### config.mk
export PLATFORM = sky130hd
export DESIGN_NAME = mas_sequencer
export DESIGN_NICKNAME = d
export VERILOG_FILES = /design/src/logic/mas_pkg.sv /design/src/logic/mas_sequencer.sv
export SDC_FILE = /design/constraint.sdc
export NUM_CORES = 1
export LEC_CHECK = 0
export ABC_CLOCK_PERIOD_IN_PS = 3100
export BUFFER_PORTS_ARGS = -buffer_cell sky130_fd_sc_hd__buf_2
export CELL_PAD_IN_SITES_DETAIL_PLACEMENT = 1
export CELL_PAD_IN_SITES_GLOBAL_PLACEMENT = 1
export CORE_ASPECT_RATIO = 0.8
export CORE_MARGIN = 3
export CORE_UTILIZATION = 37
export DETAILED_ROUTE_END_ITERATION = 10
export PLACE_DENSITY_LB_ADDON = 0.12
export SLEW_MARGIN = 10
export SYNTH_ARGS = -nofsm -noshare
export SYNTH_HDL_FRONTEND = slang
export SYNTH_SLANG_ARGS = --single-unit
### constraint.sdc
create_clock -name mclk -period 3.1 [get_ports mclk]
set_input_delay 0.31 -clock mclk [delete_from_list [all_inputs] [get_ports mclk]]
set_output_delay 0.31 -clock mclk [all_outputs]
set_load 0.05 [all_outputs]
### src/logic/mas_pkg.sv
// Shared constants for the memory address sequencer.
`default_nettype none
package mas_pkg;
	localparam int ADDR_W = 18;
	localparam int RELOC_W = 8;
	localparam logic [17:0] ADDR_RST = 18'h0_0000;
	localparam logic [7:0] RELOC_RST = 8'h00;
	localparam logic [31:0] RESP_RST = 32'h0000_0000;
	// Bit positions, numbered MSB first: bit 18 is index 17, bit 35 is index 0.
	localparam int BIT30 = 5;
	localparam int BIT35 = 0;
	// Software-visible register byte offsets.
	localparam logic [11:0] OFF_CTRL = 12'h000;
	localparam logic [11:0] OFF_RELOC = 12'h004;
	localparam logic [11:0] OFF_STEP = 12'h008;
	localparam logic [11:0] OFF_SWITCH = 12'h00C;
	localparam logic [11:0] OFF_ADDR = 12'h010;
	localparam logic [11:0] OFF_STATUS = 12'h014;
	localparam logic [11:0] OFF_CHAN = 12'h018;
	// Step register codes, one per documented timing pulse.
	localparam logic [4:0] ST_CLEAR = 5'h01;
	localparam logic [4:0] ST_LD_BUF = 5'h02;
	localparam logic [4:0] ST_LD_PC = 5'h03;
	localparam logic [4:0] ST_LD_SW = 5'h04;
	localparam logic [4:0] ST_LD_INDEX = 5'h05;
	localparam logic [4:0] ST_LD_WREG = 5'h06;
	localparam logic [4:0] ST_SET_TRAP = 5'h07;
	localparam logic [4:0] ST_LD_CHAN = 5'h08;
	localparam logic [4:0] ST_INC = 5'h09;
	localparam logic [4:0] ST_INC_WREG2 = 5'h0A;
	localparam logic [4:0] ST_CHAN_INC = 5'h0B;
	localparam logic [4:0] ST_MEM_RD = 5'h0C;
	localparam logic [4:0] ST_MEM_WR = 5'h0D;
endpackage
`default_nettype wire

### src/logic/mas_sequencer.sv
// Memory address register, relocation, bus address drive and APB control.
//
// Added by the designer: the APB register port and the register addresses.
`default_nettype none
// Overview of operation
// An 18-bit address register reaches 262,144 words.
// Bus address is address register plus relocation offset.
// Bus bits 21-35 driven active low; 26-35 direct, 21-25 relocated.
// Bank select bits driven true and complement, both active low.
// Interleave option puts bit 35 in place of bit 21 for bank select.
// Every load is preceded by a separate clear; sources buffer, counter, switches. The first load after reset is accepted without one.
// Short addresses set bit 30 and bits 32-35 directly.
// Increment adds one; second working register fetch breaks carry 32 to 31.
// Bits 18-31 all zero selects fast memory, unrelocated.
// Fast select gated off in bootstrap mode; ungated decode still given.
// Register compared with console switches into one equal level.
// Trap forms address 40 by setting bit 30.
// Channel address sets bit 30, channel into 32-34: 40 plus 2n.
// Instruction start clears, then loads counter or channel address.
// Address cycle clears, loads index, clears, loads buffer half on indirection.
// Fetch loads instruction bits 9-12, later buffer right half.
// Trap, pop-jump, block-move clear at step 1, set or load at step 3.
// Stack ops and jump-restore clear and reload at steps 9 and 10.
// Store cycle clears at step 3, loads bits 9-12 at step 5.
// Increment from keys, trap step 1 and quotient second register store.
// Channel load with overflow increment simply sets bit 35.
// Request placed on bus; proceed only after selected memory answers.
// Write waits for acknowledge only; read waits for data.
// Eight-bit relocation added to bits 18-25.
// Relocation inhibited passes address unchanged with no carries.
// Each timing pulse is a one-cycle strobe; clear and load in successive cycles.
module mas_sequencer
	import mas_pkg::*;
(
	// Clock and reset.
	input wire logic mclk,
	input wire logic sys_rst,
	// APB slave.
	input wire logic psel,
	input wire logic penable,
	input wire logic pwrite,
	input wire logic [11:0] paddr,
	input wire logic [31:0] pwdata,
	output logic [31:0] prdata,
	output logic pready,
	output logic pslverr,
	// Processor-side load sources.
	input wire logic [17:0] bufferWordRegister,
	input wire logic [17:0] programCounter,
	input wire logic [3:0] instrIndexField,
	input wire logic [3:0] instrAcField,
	// Memory bus, pins from outside.
	input wire logic memAckIn,
	input wire logic memDataReadyIn,
	// Memory bus drive, active low.
	output logic [14:0] busAddrN,
	output logic [4:0] bankSelTrueN,
	output logic [4:0] bankSelCompN,
	output logic fastSelN,
	output logic memReqRdN,
	output logic memReqWrN,
	// Status levels.
	output logic lowAddress,
	output logic addressMatch
);
	typedef enum logic [1:0] {IDLE, WAIT_WR, WAIT_RD} mas_bus_e;
	typedef struct packed {
		logic [17:0] memoryAddressRegister;
		logic [7:0] relocationOffsetRegister;
		logic [17:0] consoleSwitch;
		logic [2:0] channel;
		logic interleave;
		logic inhibitReloc;
		logic bootstrapMode;
		logic needClear;
		logic memAck1;
		logic memAck2;
		logic memRdy1;
		logic memRdy2;
		logic memDone;
		mas_bus_e busState;
		logic [31:0] prdata;
		logic pready;
		logic pslverr;
		logic [14:0] busAddrN;
		logic [4:0] bankSelTrueN;
		logic [4:0] bankSelCompN;
		logic fastSelN;
		logic memReqRdN;
		logic memReqWrN;
		logic lowAddress;
		logic addressMatch;
	} mas_state_s;

	mas_state_s q;
	mas_state_s next_q;

	// Increment with optional break of the carry out of bit 32 into bit 31.
	function automatic logic [17:0] incAddr(input logic [17:0] a, input logic breakCarry);
		logic [3:0] low;
		logic [13:0] high;
		low = a[3:0] + 4'h1;
		high = a[17:4];
		if (!breakCarry && (a[3:0] == 4'hF)) begin
			high = a[17:4] + 14'h0001;
		end
		return {high, low};
	endfunction

	logic [7:0] relocSum;
	logic [17:0] relocAddr;
	logic [4:0] bankBits;
	logic lowDecode;
	logic apbAccess;
	logic [4:0] stepCode;

	always_comb begin
		next_q = q;
		relocSum = q.memoryAddressRegister[17:10];
		if (!q.inhibitReloc) begin
			relocSum = q.memoryAddressRegister[17:10] + q.relocationOffsetRegister;
		end
		relocAddr = {relocSum, q.memoryAddressRegister[9:0]};
		lowDecode = (q.memoryAddressRegister[17:4] == 14'h0000);
		// Fast memory addresses bypass relocation, so bank bits come from the raw register.
		if (lowDecode) begin
			relocAddr = q.memoryAddressRegister;
		end
		bankBits = relocAddr[14:10];
		if (q.interleave) begin
			bankBits = {relocAddr[BIT35], relocAddr[13:10]};
		end
		apbAccess = psel && penable && !q.pready;
		stepCode = pwdata[4:0];

		next_q.memAck1 = memAckIn;
		next_q.memAck2 = q.memAck1;
		next_q.memRdy1 = memDataReadyIn;
		next_q.memRdy2 = q.memRdy1;
		next_q.pready = 1'b0;
		next_q.pslverr = 1'b0;

		unique case (q.busState)
			IDLE: begin
			end
			WAIT_WR: begin
				if (q.memAck2) begin
					next_q.busState = IDLE;
					next_q.memDone = 1'b1;
					next_q.memReqWrN = 1'b1;
				end
			end
			WAIT_RD: begin
				if (q.memRdy2) begin
					next_q.busState = IDLE;
					next_q.memDone = 1'b1;
					next_q.memReqRdN = 1'b1;
				end
			end
			default: next_q.busState = IDLE;
		endcase

		if (apbAccess) begin
			next_q.pready = 1'b1;
			next_q.prdata = RESP_RST;
			if (pwrite) begin
				unique case (paddr)
					OFF_CTRL: begin
						next_q.interleave = pwdata[0];
						next_q.inhibitReloc = pwdata[1];
						next_q.bootstrapMode = pwdata[2];
					end
					OFF_RELOC: next_q.relocationOffsetRegister = pwdata[7:0];
					OFF_SWITCH: next_q.consoleSwitch = pwdata[17:0];
					OFF_CHAN: next_q.channel = pwdata[2:0];
					OFF_STEP: begin
						// Each write is one timing pulse, so clear and load land in separate cycles.
						if (stepCode == ST_CLEAR) begin
							next_q.memoryAddressRegister = ADDR_RST;
							next_q.needClear = 1'b0;
						end else if ((stepCode >= ST_LD_BUF) && (stepCode <= ST_CHAN_INC)
							&& (stepCode != ST_INC) && (stepCode != ST_INC_WREG2)
							&& q.needClear) begin
							// A load after an earlier load with no clear in between is refused; the first load after reset is accepted.
							next_q.pslverr = 1'b1;
						end else begin
							unique case (stepCode)
								ST_LD_BUF: next_q.memoryAddressRegister = bufferWordRegister;
								ST_LD_PC: next_q.memoryAddressRegister = programCounter;
								ST_LD_SW: next_q.memoryAddressRegister = q.consoleSwitch;
								ST_LD_INDEX: next_q.memoryAddressRegister[3:0] = instrIndexField;
								ST_LD_WREG: next_q.memoryAddressRegister[3:0] = instrAcField;
								ST_SET_TRAP: next_q.memoryAddressRegister[BIT30] = 1'b1;
								ST_LD_CHAN: begin
									next_q.memoryAddressRegister[BIT30] = 1'b1;
									next_q.memoryAddressRegister[3:1] = q.channel;
								end
								ST_CHAN_INC: begin
									next_q.memoryAddressRegister[BIT30] = 1'b1;
									next_q.memoryAddressRegister[3:1] = q.channel;
									next_q.memoryAddressRegister[BIT35] = 1'b1;
								end
								ST_INC: next_q.memoryAddressRegister =
									incAddr(q.memoryAddressRegister, 1'b0);
								ST_INC_WREG2: next_q.memoryAddressRegister =
									incAddr(q.memoryAddressRegister, 1'b1);
								ST_MEM_RD: begin
									if (q.busState == IDLE) begin
										next_q.busState = WAIT_RD;
										next_q.memReqRdN = 1'b0;
										next_q.memDone = 1'b0;
									end
								end
								ST_MEM_WR: begin
									if (q.busState == IDLE) begin
										next_q.busState = WAIT_WR;
										next_q.memReqWrN = 1'b0;
										next_q.memDone = 1'b0;
									end
								end
								default: next_q.pslverr = 1'b1;
							endcase
							if ((stepCode >= ST_LD_BUF) && (stepCode <= ST_LD_CHAN)) begin
								next_q.needClear = 1'b1;
							end
							if (stepCode == ST_CHAN_INC) begin
								next_q.needClear = 1'b1;
							end
						end
					end
					default: next_q.pslverr = 1'b1;
				endcase
			end else begin
				unique case (paddr)
					OFF_CTRL: next_q.prdata = {29'h0, q.bootstrapMode, q.inhibitReloc,
						q.interleave};
					OFF_RELOC: next_q.prdata = {24'h00_0000, q.relocationOffsetRegister};
					OFF_SWITCH: next_q.prdata = {14'h0000, q.consoleSwitch};
					OFF_ADDR: next_q.prdata = {14'h0000, q.memoryAddressRegister};
					OFF_CHAN: next_q.prdata = {29'h0, q.channel};
					OFF_STATUS: next_q.prdata = {26'h0, q.needClear, q.memDone,
						(q.busState != IDLE), q.addressMatch, q.lowAddress, !q.fastSelN};
					OFF_STEP: next_q.prdata = RESP_RST;
					default: next_q.pslverr = 1'b1;
				endcase
			end
		end

		// Interleave only reroutes bank select; the bus keeps the relocated bits 21-25.
		next_q.busAddrN = ~relocAddr[14:0];
		next_q.bankSelTrueN = ~bankBits;
		next_q.bankSelCompN = bankBits;
		next_q.fastSelN = !(lowDecode && !q.bootstrapMode);
		next_q.lowAddress = lowDecode;
		next_q.addressMatch = (q.memoryAddressRegister == q.consoleSwitch);
	end

	always_ff @(posedge mclk or posedge sys_rst) begin
		if (sys_rst) begin
			q <= '{memoryAddressRegister: ADDR_RST, relocationOffsetRegister: RELOC_RST,
				consoleSwitch: ADDR_RST, channel: 3'h0, interleave: 1'b0, inhibitReloc: 1'b0,
				bootstrapMode: 1'b0, needClear: 1'b0, memAck1: 1'b0, memAck2: 1'b0,
				memRdy1: 1'b0, memRdy2: 1'b0, memDone: 1'b0, busState: IDLE,
				prdata: RESP_RST, pready: 1'b0, pslverr: 1'b0, busAddrN: 15'h7FFF,
				bankSelTrueN: 5'h1F, bankSelCompN: 5'h1F, fastSelN: 1'b1,
				memReqRdN: 1'b1, memReqWrN: 1'b1, lowAddress: 1'b0, addressMatch: 1'b0};
		end else begin
			q <= next_q;
		end
	end

	assign prdata = q.prdata;
	assign pready = q.pready;
	assign pslverr = q.pslverr;
	assign busAddrN = q.busAddrN;
	assign bankSelTrueN = q.bankSelTrueN;
	assign bankSelCompN = q.bankSelCompN;
	assign fastSelN = q.fastSelN;
	assign memReqRdN = q.memReqRdN;
	assign memReqWrN = q.memReqWrN;
	assign lowAddress = q.lowAddress;
	assign addressMatch = q.addressMatch;

	a_bus_low_direct: assert property (@(posedge mclk) disable iff (sys_rst)
		busAddrN[9:0] == ~$past(q.memoryAddressRegister[9:0]))
		else $error("Direct bus bits do not follow address register.");
	// Registered outputs still show reset levels at the first edge after release.
	// Checks that compare them with the register therefore skip that edge.
	a_bank_both_forms: assert property (@(posedge mclk) disable iff (sys_rst)
		!$past(sys_rst) |-> bankSelTrueN == ~bankSelCompN)
		else $error("Bank select forms are not complementary.");
	a_fast_gate_boot: assert property (@(posedge mclk) disable iff (sys_rst)
		$past(q.bootstrapMode) |-> fastSelN)
		else $error("Fast select asserted in bootstrap mode.");
	a_low_decode_val: assert property (@(posedge mclk) disable iff (sys_rst)
		!$past(sys_rst) |-> lowAddress == ($past(q.memoryAddressRegister) <= 18'h0_000F))
		else $error("Low address decode wrong.");
	a_switch_match: assert property (@(posedge mclk) disable iff (sys_rst)
		!$past(sys_rst)
		|-> addressMatch == ($past(q.memoryAddressRegister) == $past(q.consoleSwitch)))
		else $error("Switch compare wrong.");
	a_trap_forty: assert property (@(posedge mclk) disable iff (sys_rst)
		(apbAccess && pwrite && paddr == OFF_STEP && stepCode == ST_SET_TRAP && !q.needClear
		&& q.memoryAddressRegister == ADDR_RST) |=> q.memoryAddressRegister == 18'h0_0020)
		else $error("Trap address is not 40.");
	a_wrap_seventeen: assert property (@(posedge mclk) disable iff (sys_rst)
		(apbAccess && pwrite && paddr == OFF_STEP && stepCode == ST_INC_WREG2
		&& q.memoryAddressRegister == 18'h0_000F) |=> q.memoryAddressRegister == ADDR_RST)
		else $error("Second register increment did not wrap.");
	a_load_needs_clear: assert property (@(posedge mclk) disable iff (sys_rst)
		(apbAccess && pwrite && paddr == OFF_STEP && stepCode == ST_LD_PC && q.needClear)
		|=> $stable(q.memoryAddressRegister) && pslverr)
		else $error("Load accepted without clear.");
	a_write_waits_ack: assert property (@(posedge mclk) disable iff (sys_rst)
		(q.busState == WAIT_WR && !q.memAck2) |=> !memReqWrN)
		else $error("Write request dropped before acknowledge.");
	a_inhibit_passes: assert property (@(posedge mclk) disable iff (sys_rst)
		(!$past(sys_rst) && $past(q.inhibitReloc))
		|-> busAddrN[14:10] == ~$past(q.memoryAddressRegister[14:10]))
		else $error("Inhibited relocation changed the bus bits.");
	a_reloc_sum: assert property (@(posedge mclk) disable iff (sys_rst)
		(!$past(sys_rst) && !$past(q.inhibitReloc)
		&& ($past(q.memoryAddressRegister[17:4]) != 14'h0000))
		|-> busAddrN[14:10] == ~($past(q.memoryAddressRegister[14:10])
		+ $past(q.relocationOffsetRegister[4:0])))
		else $error("Relocated bus bits are not the sum.");
	a_fast_unreloc: assert property (@(posedge mclk) disable iff (sys_rst)
		(!$past(sys_rst) && ($past(q.memoryAddressRegister[17:4]) == 14'h0000))
		|-> busAddrN == ~$past(q.memoryAddressRegister[14:0]))
		else $error("Fast memory address was relocated.");
	a_fast_sel_low: assert property (@(posedge mclk) disable iff (sys_rst)
		!$past(q.bootstrapMode) |-> fastSelN == !lowAddress)
		else $error("Fast select does not follow the low decode.");
	a_interleave_bank: assert property (@(posedge mclk) disable iff (sys_rst)
		(!$past(sys_rst) && $past(q.interleave))
		|-> bankSelCompN[4] == $past(q.memoryAddressRegister[BIT35]))
		else $error("Interleave did not put bit 35 in place of bit 21.");
	a_no_interleave: assert property (@(posedge mclk) disable iff (sys_rst)
		(!$past(sys_rst) && !$past(q.interleave))
		|-> bankSelCompN == ~busAddrN[14:10])
		else $error("Bank select differs from bus bits 21-25.");
	a_clear_zero: assert property (@(posedge mclk) disable iff (sys_rst)
		(apbAccess && pwrite && paddr == OFF_STEP && stepCode == ST_CLEAR)
		|=> q.memoryAddressRegister == ADDR_RST && !q.needClear)
		else $error("Clear pulse did not clear the address register.");
	a_pc_load: assert property (@(posedge mclk) disable iff (sys_rst)
		(apbAccess && pwrite && paddr == OFF_STEP && stepCode == ST_LD_PC && !q.needClear)
		|=> q.memoryAddressRegister == $past(programCounter))
		else $error("Counter load wrong.");
	a_buf_load: assert property (@(posedge mclk) disable iff (sys_rst)
		(apbAccess && pwrite && paddr == OFF_STEP && stepCode == ST_LD_BUF && !q.needClear)
		|=> q.memoryAddressRegister == $past(bufferWordRegister))
		else $error("Buffer load wrong.");
	a_switch_load: assert property (@(posedge mclk) disable iff (sys_rst)
		(apbAccess && pwrite && paddr == OFF_STEP && stepCode == ST_LD_SW && !q.needClear)
		|=> q.memoryAddressRegister == $past(q.consoleSwitch))
		else $error("Switch load wrong.");
	a_chan_addr: assert property (@(posedge mclk) disable iff (sys_rst)
		(apbAccess && pwrite && paddr == OFF_STEP && stepCode == ST_LD_CHAN && !q.needClear)
		|=> q.memoryAddressRegister[BIT30]
		&& q.memoryAddressRegister[3:1] == $past(q.channel))
		else $error("Channel address wrong.");
	a_chan_inc_bit: assert property (@(posedge mclk) disable iff (sys_rst)
		(apbAccess && pwrite && paddr == OFF_STEP && stepCode == ST_CHAN_INC && !q.needClear)
		|=> q.memoryAddressRegister[BIT30] && q.memoryAddressRegister[BIT35]
		&& q.memoryAddressRegister[3:1] == $past(q.channel))
		else $error("Channel address with increment wrong.");
	a_inc_plain: assert property (@(posedge mclk) disable iff (sys_rst)
		(apbAccess && pwrite && paddr == OFF_STEP && stepCode == ST_INC)
		|=> q.memoryAddressRegister == $past(q.memoryAddressRegister) + 18'h0_0001)
		else $error("Increment did not add one.");
	a_index_low: assert property (@(posedge mclk) disable iff (sys_rst)
		(apbAccess && pwrite && paddr == OFF_STEP && stepCode == ST_LD_INDEX && !q.needClear)
		|=> q.memoryAddressRegister[3:0] == $past(instrIndexField)
		&& q.memoryAddressRegister[17:4] == $past(q.memoryAddressRegister[17:4]))
		else $error("Index load touched more than bits 32-35.");
	a_refuse_keeps: assert property (@(posedge mclk) disable iff (sys_rst)
		(apbAccess && pwrite && paddr == OFF_STEP && q.needClear
		&& stepCode >= ST_LD_BUF && stepCode <= ST_LD_CHAN)
		|=> $stable(q.memoryAddressRegister) && pslverr)
		else $error("Load without clear changed the register.");
	a_read_waits_data: assert property (@(posedge mclk) disable iff (sys_rst)
		(q.busState == WAIT_RD && !q.memRdy2) |=> !memReqRdN)
		else $error("Read request dropped before data.");
	a_req_one_kind: assert property (@(posedge mclk) disable iff (sys_rst)
		memReqRdN || memReqWrN)
		else $error("Read and write requested together.");
	a_pready_pulse: assert property (@(posedge mclk) disable iff (sys_rst)
		pready |=> !pready)
		else $error("Ready lasted more than one cycle.");
	a_pslverr_ready: assert property (@(posedge mclk) disable iff (sys_rst)
		pslverr |-> pready)
		else $error("Error flagged without ready.");
endmodule
`default_nettype wire

== After elaboration in Yosys (flattened, before gate mapping) ==
Cells that the tools add are included.

* Reductions and logical operators: 36
* Mux-type cells: 48
* Equality and inequality tests: 27
* Add/sub/neg operators: 3
* $lt $le $gt $ge: 3
* Bitwise operators: 2

{| class="wikitable"
|+ Operator list
! kind !! count
|-
| $pmux 18 s6 || 1
|-
| $mux 18 || 3
|-
| $pmux 12 s4 || 1
|-
| $mux 37 || 1
|-
| $eq 12x5->1 const B || 3
|-
| $eq 5x4->1 const B || 6
|-
| $eq 12x4->1 const B || 2
|-
| $mux 3 || 8
|-
| $pmux 3 s7 || 1
|-
| $eq 5x3->1 const B || 4
|-
| $eq 18x18->1 || 1
|-
| $mux 1 || 17
|-
| $reduce_bool 8->1 || 2
|-
| $mux 15 || 1
|-
| $not 15->15 || 1
|-
| $reduce_and 5->1 || 3
|-
| $add 14x1->14 const B || 1
|-
| $logic_not 14->1 || 1
|-
| $mux 14 || 1
|-
| $eq 12x3->1 const B || 1
|-
| $logic_not 12->1 || 1
|-
| $reduce_and 3->1 || 4
|-
| $reduce_and 6->1 || 2
|-
| $reduce_or 12->1 || 1
|-
| 32 further kinds || 52
|}

* Register bits: 122
* Output and inout bits: 64
* Word-level logic and storage cells: 147
* Bits of input ports: 95

== Logic depth before layout (Yosys ltp) ==
* Depth in word-level cells: 10
* Depth in mapped cells: 8
* Gate-level depth less buffers: 7

== Worst setup path after synthesis ==
OpenSTA, ideal clock, no wires.

* Path type: reg-to-reg
* Start point: register q (netlist bit pready)
* End point: register q[115] (netlist bit)
* Cell stages (with the launch flop): 6
* Slack: 801 ps
* Data required time: 3024 ps
* Period minus slack after synthesis: 2299 ps
* Buffers on the path: 0
* Data arrival time: 2222 ps
* Setup time: 76 ps
* Cell sequence: dfrtp_1 -> nand4b_1 -> nor4_4 -> nand2_2 -> or4_4 -> o21ai_1

* Longest elaborated chain between the ends: 3

{| class="wikitable"
|+ Ends and longest elaborated chain
! element !! line !! text
|-
| from (decl) || mas_sequencer.sv:95 || <nowiki>mas_state_s q;</nowiki>
|-
| from (signal assigned) || mas_sequencer.sv:260 || <nowiki>q <= '{memoryAddressRegister: ADDR_RST, relocationOffsetRegister: RELOC_RST,</nowiki>
|-
| from (signal assigned) || mas_sequencer.sv:268 || <nowiki>q <= next_q;</nowiki>
|-
| $logic_not 1->1 || mas_sequencer.sv:133 || <nowiki>apbAccess = psel && penable && !q.pready;</nowiki>
|-
| $logic_and 1x1->1 || mas_sequencer.sv:133 ||
|-
| $reduce_and 6->1 (no line) || - ||
|}

No other way between the ends.
A chain may end at the register's enable or synchronous reset.

== Final worst setup path ==
* Start point: register q[104] (netlist bit)
* End point: register q[111] (netlist bit)

* Longest elaborated chain between the ends: 3

{| class="wikitable"
|+ Ends and longest elaborated chain
! element
|-
| $eq 4x4->1
|-
| $ne 3x3->1 (no line)
|-
| $reduce_and 6->1 (no line)
|}

No other way between the ends.

==> results.json <==
{
  "die_w_um": 155,
  "ir_drop_uv": 260,
  "drv_cap": 0,
  "dr.pass1.iters": 5,
  "die_area_um2": 19400,
  "crit_type": "reg -> reg",
  "path_max_fanout": 14,
  "clk_pin_slew_ns": 0.08,
  "status": "finished, final reports clean",
  "dp_hpwl_um": 16300,
  "post-route-period-util": 0.904,
  "async_flop_share": 1.00,
  "syn_to_final_growth_pct": 11.9,
  "clockBufferDepth": 2,
  "die_y_um": 125,
  "p_leak_nw": 3.43,
  "remaining_drc_errors": 0,
  "synthDistinctLibCells": 75,
  "yosysMostFrequentCell": "dfrtp_1",
  "synth_area_per_cell_um2": 9.74,
  "syn_area_um2": 6560,
  "grt_pass1_wl_um": 33700,
  "grt_max_degree": 54,
  "critPathArrivalTime_ns": 3.07,
  "muxShareOfSynthArea": 0.0854,
  "root_buffer": "clkbuf_16",
  "post_cts_buffers": 0,
  "critPathCaptureType": "flop",
  "floorplan.initialDensity": 0.387,
  "layout_setup_ws_ns": 0.298,
  "power_density_nw_per_um2": 403,
  "portBuffers": 130,
  "required_ns": 3.37,
  "cpMaxStageDelayCell": "nor4_1",
  "slowest_delay_ns": 0.79,
  "cp_cell_sequence": "ha_1 -> nand3_1 -> o21ai_0 -> a21oi_1 -> nor4_1 -> o2bb2ai_1",
  "worst_slew_pin_slew_ns": 1.17,
  "finalHoldViolations": 0,
  "synth_compound_area_frac": 0.186,
  "numClockSinks": 104,
  "finalMaxSlewViolations": 0,
  "hold_path.class": "in -> async",
  "wl_per_cell_um": 22.3,
  "netlist_instances": 674,
  "max_slew_margin": 0.218,
  "yosys_warnings": 0,
  "synth-seq-cells": 104,
  "ant_nets": 0,
  "antenna_found_initial": 0,
  "synth_common_cells": "dfrtp_1, buf_4, nand2_1, o21ai_0, clkbuf_1",
  "fin_nets": 845,
  "yosysSeqAreaShare": 0.401,
  "ioPinCount": 159,
  "cts_inserted_buffers": 9,
  "wirelength_um": 21400,
  "post_cts_resized": 0,
  "period_needed_ns": 2.80,
  "clk_latency_ns": 0.35,
  "yosys.area_share.xor_xnor": 0.0374,
  "cts_hold_buffers": 0,
  "setup_viol": 0,
  "critPathLaunchType": "flop",
  "synth.area.top_cells": "dfrtp_1, dfstp_2, buf_4, mux2_2, o21ai_0",
  "rows": 42,
  "r2r_slack_ns": 0.30,
  "preCtsSetupSlack_ns": 0.454,
  "synthFlopType": "dfrtp_1",
  "fmax_mhz": 357,
  "synth_edf_count": 0,
  "drive_above_1_share": 0.319,
  "synth-simple-area-share": 0.151,
  "skew_ns": 0.00955,
  "synth_adder_area_share": 0.0255,
  "fin_setup_tns_ns": 0,
  "vias": 5582,
  "core_area_um2": 17000,
  "synth_top_family_by_area": "compound AO/OA/AOI/OAI gates",
  "diodes": 0,
  "h-tree-depth": 3,
  "synth_top_area_cell": "dfrtp_1",
  "place_congestion": 0.881,
  "dr.first_iter.drc_count": 561,
  "cts_tree": "yes",
  "grt_pass1_vias": 5845,
  "overflow": 0,
  "rsz0062_at_grt": "false",
  "grt_use_total": 0.222,
  "synth.top_cell.area_share": 0.305,
  "avgViaCountPerCell": 5.80
}
-- per-layer routing --
layer	up-vias	GRT usage	wire, µm
li1	2525	-	-
met1	2808	0.339	10200
met2	228	0.326	9350
met3	21	0.0404	1600
met4	0	0.0498	316
met5	-	0	0
-- state kept, by name, summed over array words and instances, names as in the netlist --
register and flops:
addressMatch 1, bankSelTrueN 5, memReqWrN 1, prdata 18, memReqRdN 1, pready 1, bankSelCompN 5, busAddrN 11
lowAddress 1, q 56, fastSelN 1, next_q 2, pslverr 1
-- power by group --
| part | total, mW | internal (mW) | switching, mW |
|---|---|---|---|
| Sequential | 1.37 | 1.37 | 0.00591 |
| Combinational | 0.338 | 0.107 | 0.232 |
| Clock | 1.25 | 0.692 | 0.557 |
| Total | 2.96 | 2.17 | 0.794 |
-- through the flow --
step                       util  std cells  power (mW)  instance area, µm²  hold slack [ns]
after floorplan               -        687        1.64                6610            0.331
after global placement    0.413        947        1.73                7010            0.334
after detailed placement  0.413        947        1.74                7010            0.339
after CTS                 0.433        963        3.00                7340           0.0441
after global routing      0.433        963        3.09                7340           0.0434
final                     0.433        963        2.96                7340           0.0560
-- final timing paths --
| kind | cells after the start | endpoint | start |
|---|---|---|---|
| worst max-delay path | 6 | q[111] | q[104] |
| worst min-delay path | 2 | prdata[11] | sys_rst |
| worst max register to register | 6 | q[111] | q[104] |
| worst min register to register | 0 | q[69] | next_q[69] |
| max in group asynchronous | 3 | busAddrN[0] | sys_rst |
| min in group mclk | 1 | next_q[67] | memDataReadyIn |
-- cells in the final DEF (no fill, tap or decap), types with 6 or more instances in the layout --
| master | synthesis | layout |
|---|---|---|
| a2bb2oi_1 | 6 | 6 |
| clkbuf_16 | 0 | 10 |
| nand2_1 | 48 | 48 |
| o41ai_1 | 7 | 7 |
| inv_1 | 28 | 27 |
| a222oi_1 | 14 | 14 |
| buf_4 | 58 | 11 |
| nand3_1 | 13 | 13 |
| nor2b_1 | 6 | 6 |
| ha_1 | 11 | 11 |
| nand2b_1 | 8 | 8 |
| mux2i_1 | 14 | 14 |
| xor2_1 | 17 | 17 |
| mux2_2 | 24 | 24 |
| a31oi_1 | 6 | 6 |
| o21ai_1 | 7 | 7 |
| nor4_1 | 14 | 14 |
| a21oi_1 | 21 | 21 |
| a21o_1 | 6 | 6 |
| nor3_1 | 8 | 8 |
| xnor2_1 | 11 | 11 |
| nand4_1 | 9 | 9 |
| conb_1 | 1 | 14 |
| dfstp_2 | 24 | 24 |
| o21ai_0 | 39 | 39 |
| nor2_1 | 30 | 30 |
| a22oi_1 | 14 | 14 |
| buf_2 | 5 | 130 |
| dfrtp_1 | 80 | 80 |
| mux2_4 | 10 | 10 |
-- final cells by class --
class                   instances  area (µm²)
clock buffers                  10         250
clock inverters                 6        80.1
fillers                      1985        9630
inverters                      28         108
multi-input cells             453        3240
flip-flops and latches        104        2630
well taps                     220         275
repair buffers                142         753
-- worst max-delay path: cells and delay by family (launching register included) --
| family | cells | cell delay, ns |
|---|---|---|
| AND/OR/NAND/NOR | 2 | 0.98 |
| flip-flops | 1 | 0.62 |
| adder cells (fa/ha/maj) | 1 | 0.27 |
| AO/OA/AOI/OAI | 3 | 0.84 |
-- logic make-up (layout without fill, tap and decap cells) --
logic type               Yosys count  in the layout
AND/OR/NAND/NOR                  177            177
AO/OA/AOI/OAI                    173            173
buffers and inverters            130            186
flip-flops                       104            104
multiplexers                      48             48
XOR/XNOR                          28             28
adder cells (fa/ha/maj)           13             13
other                              1             14
Note: power is estimated with default switching activity, not from simulation.
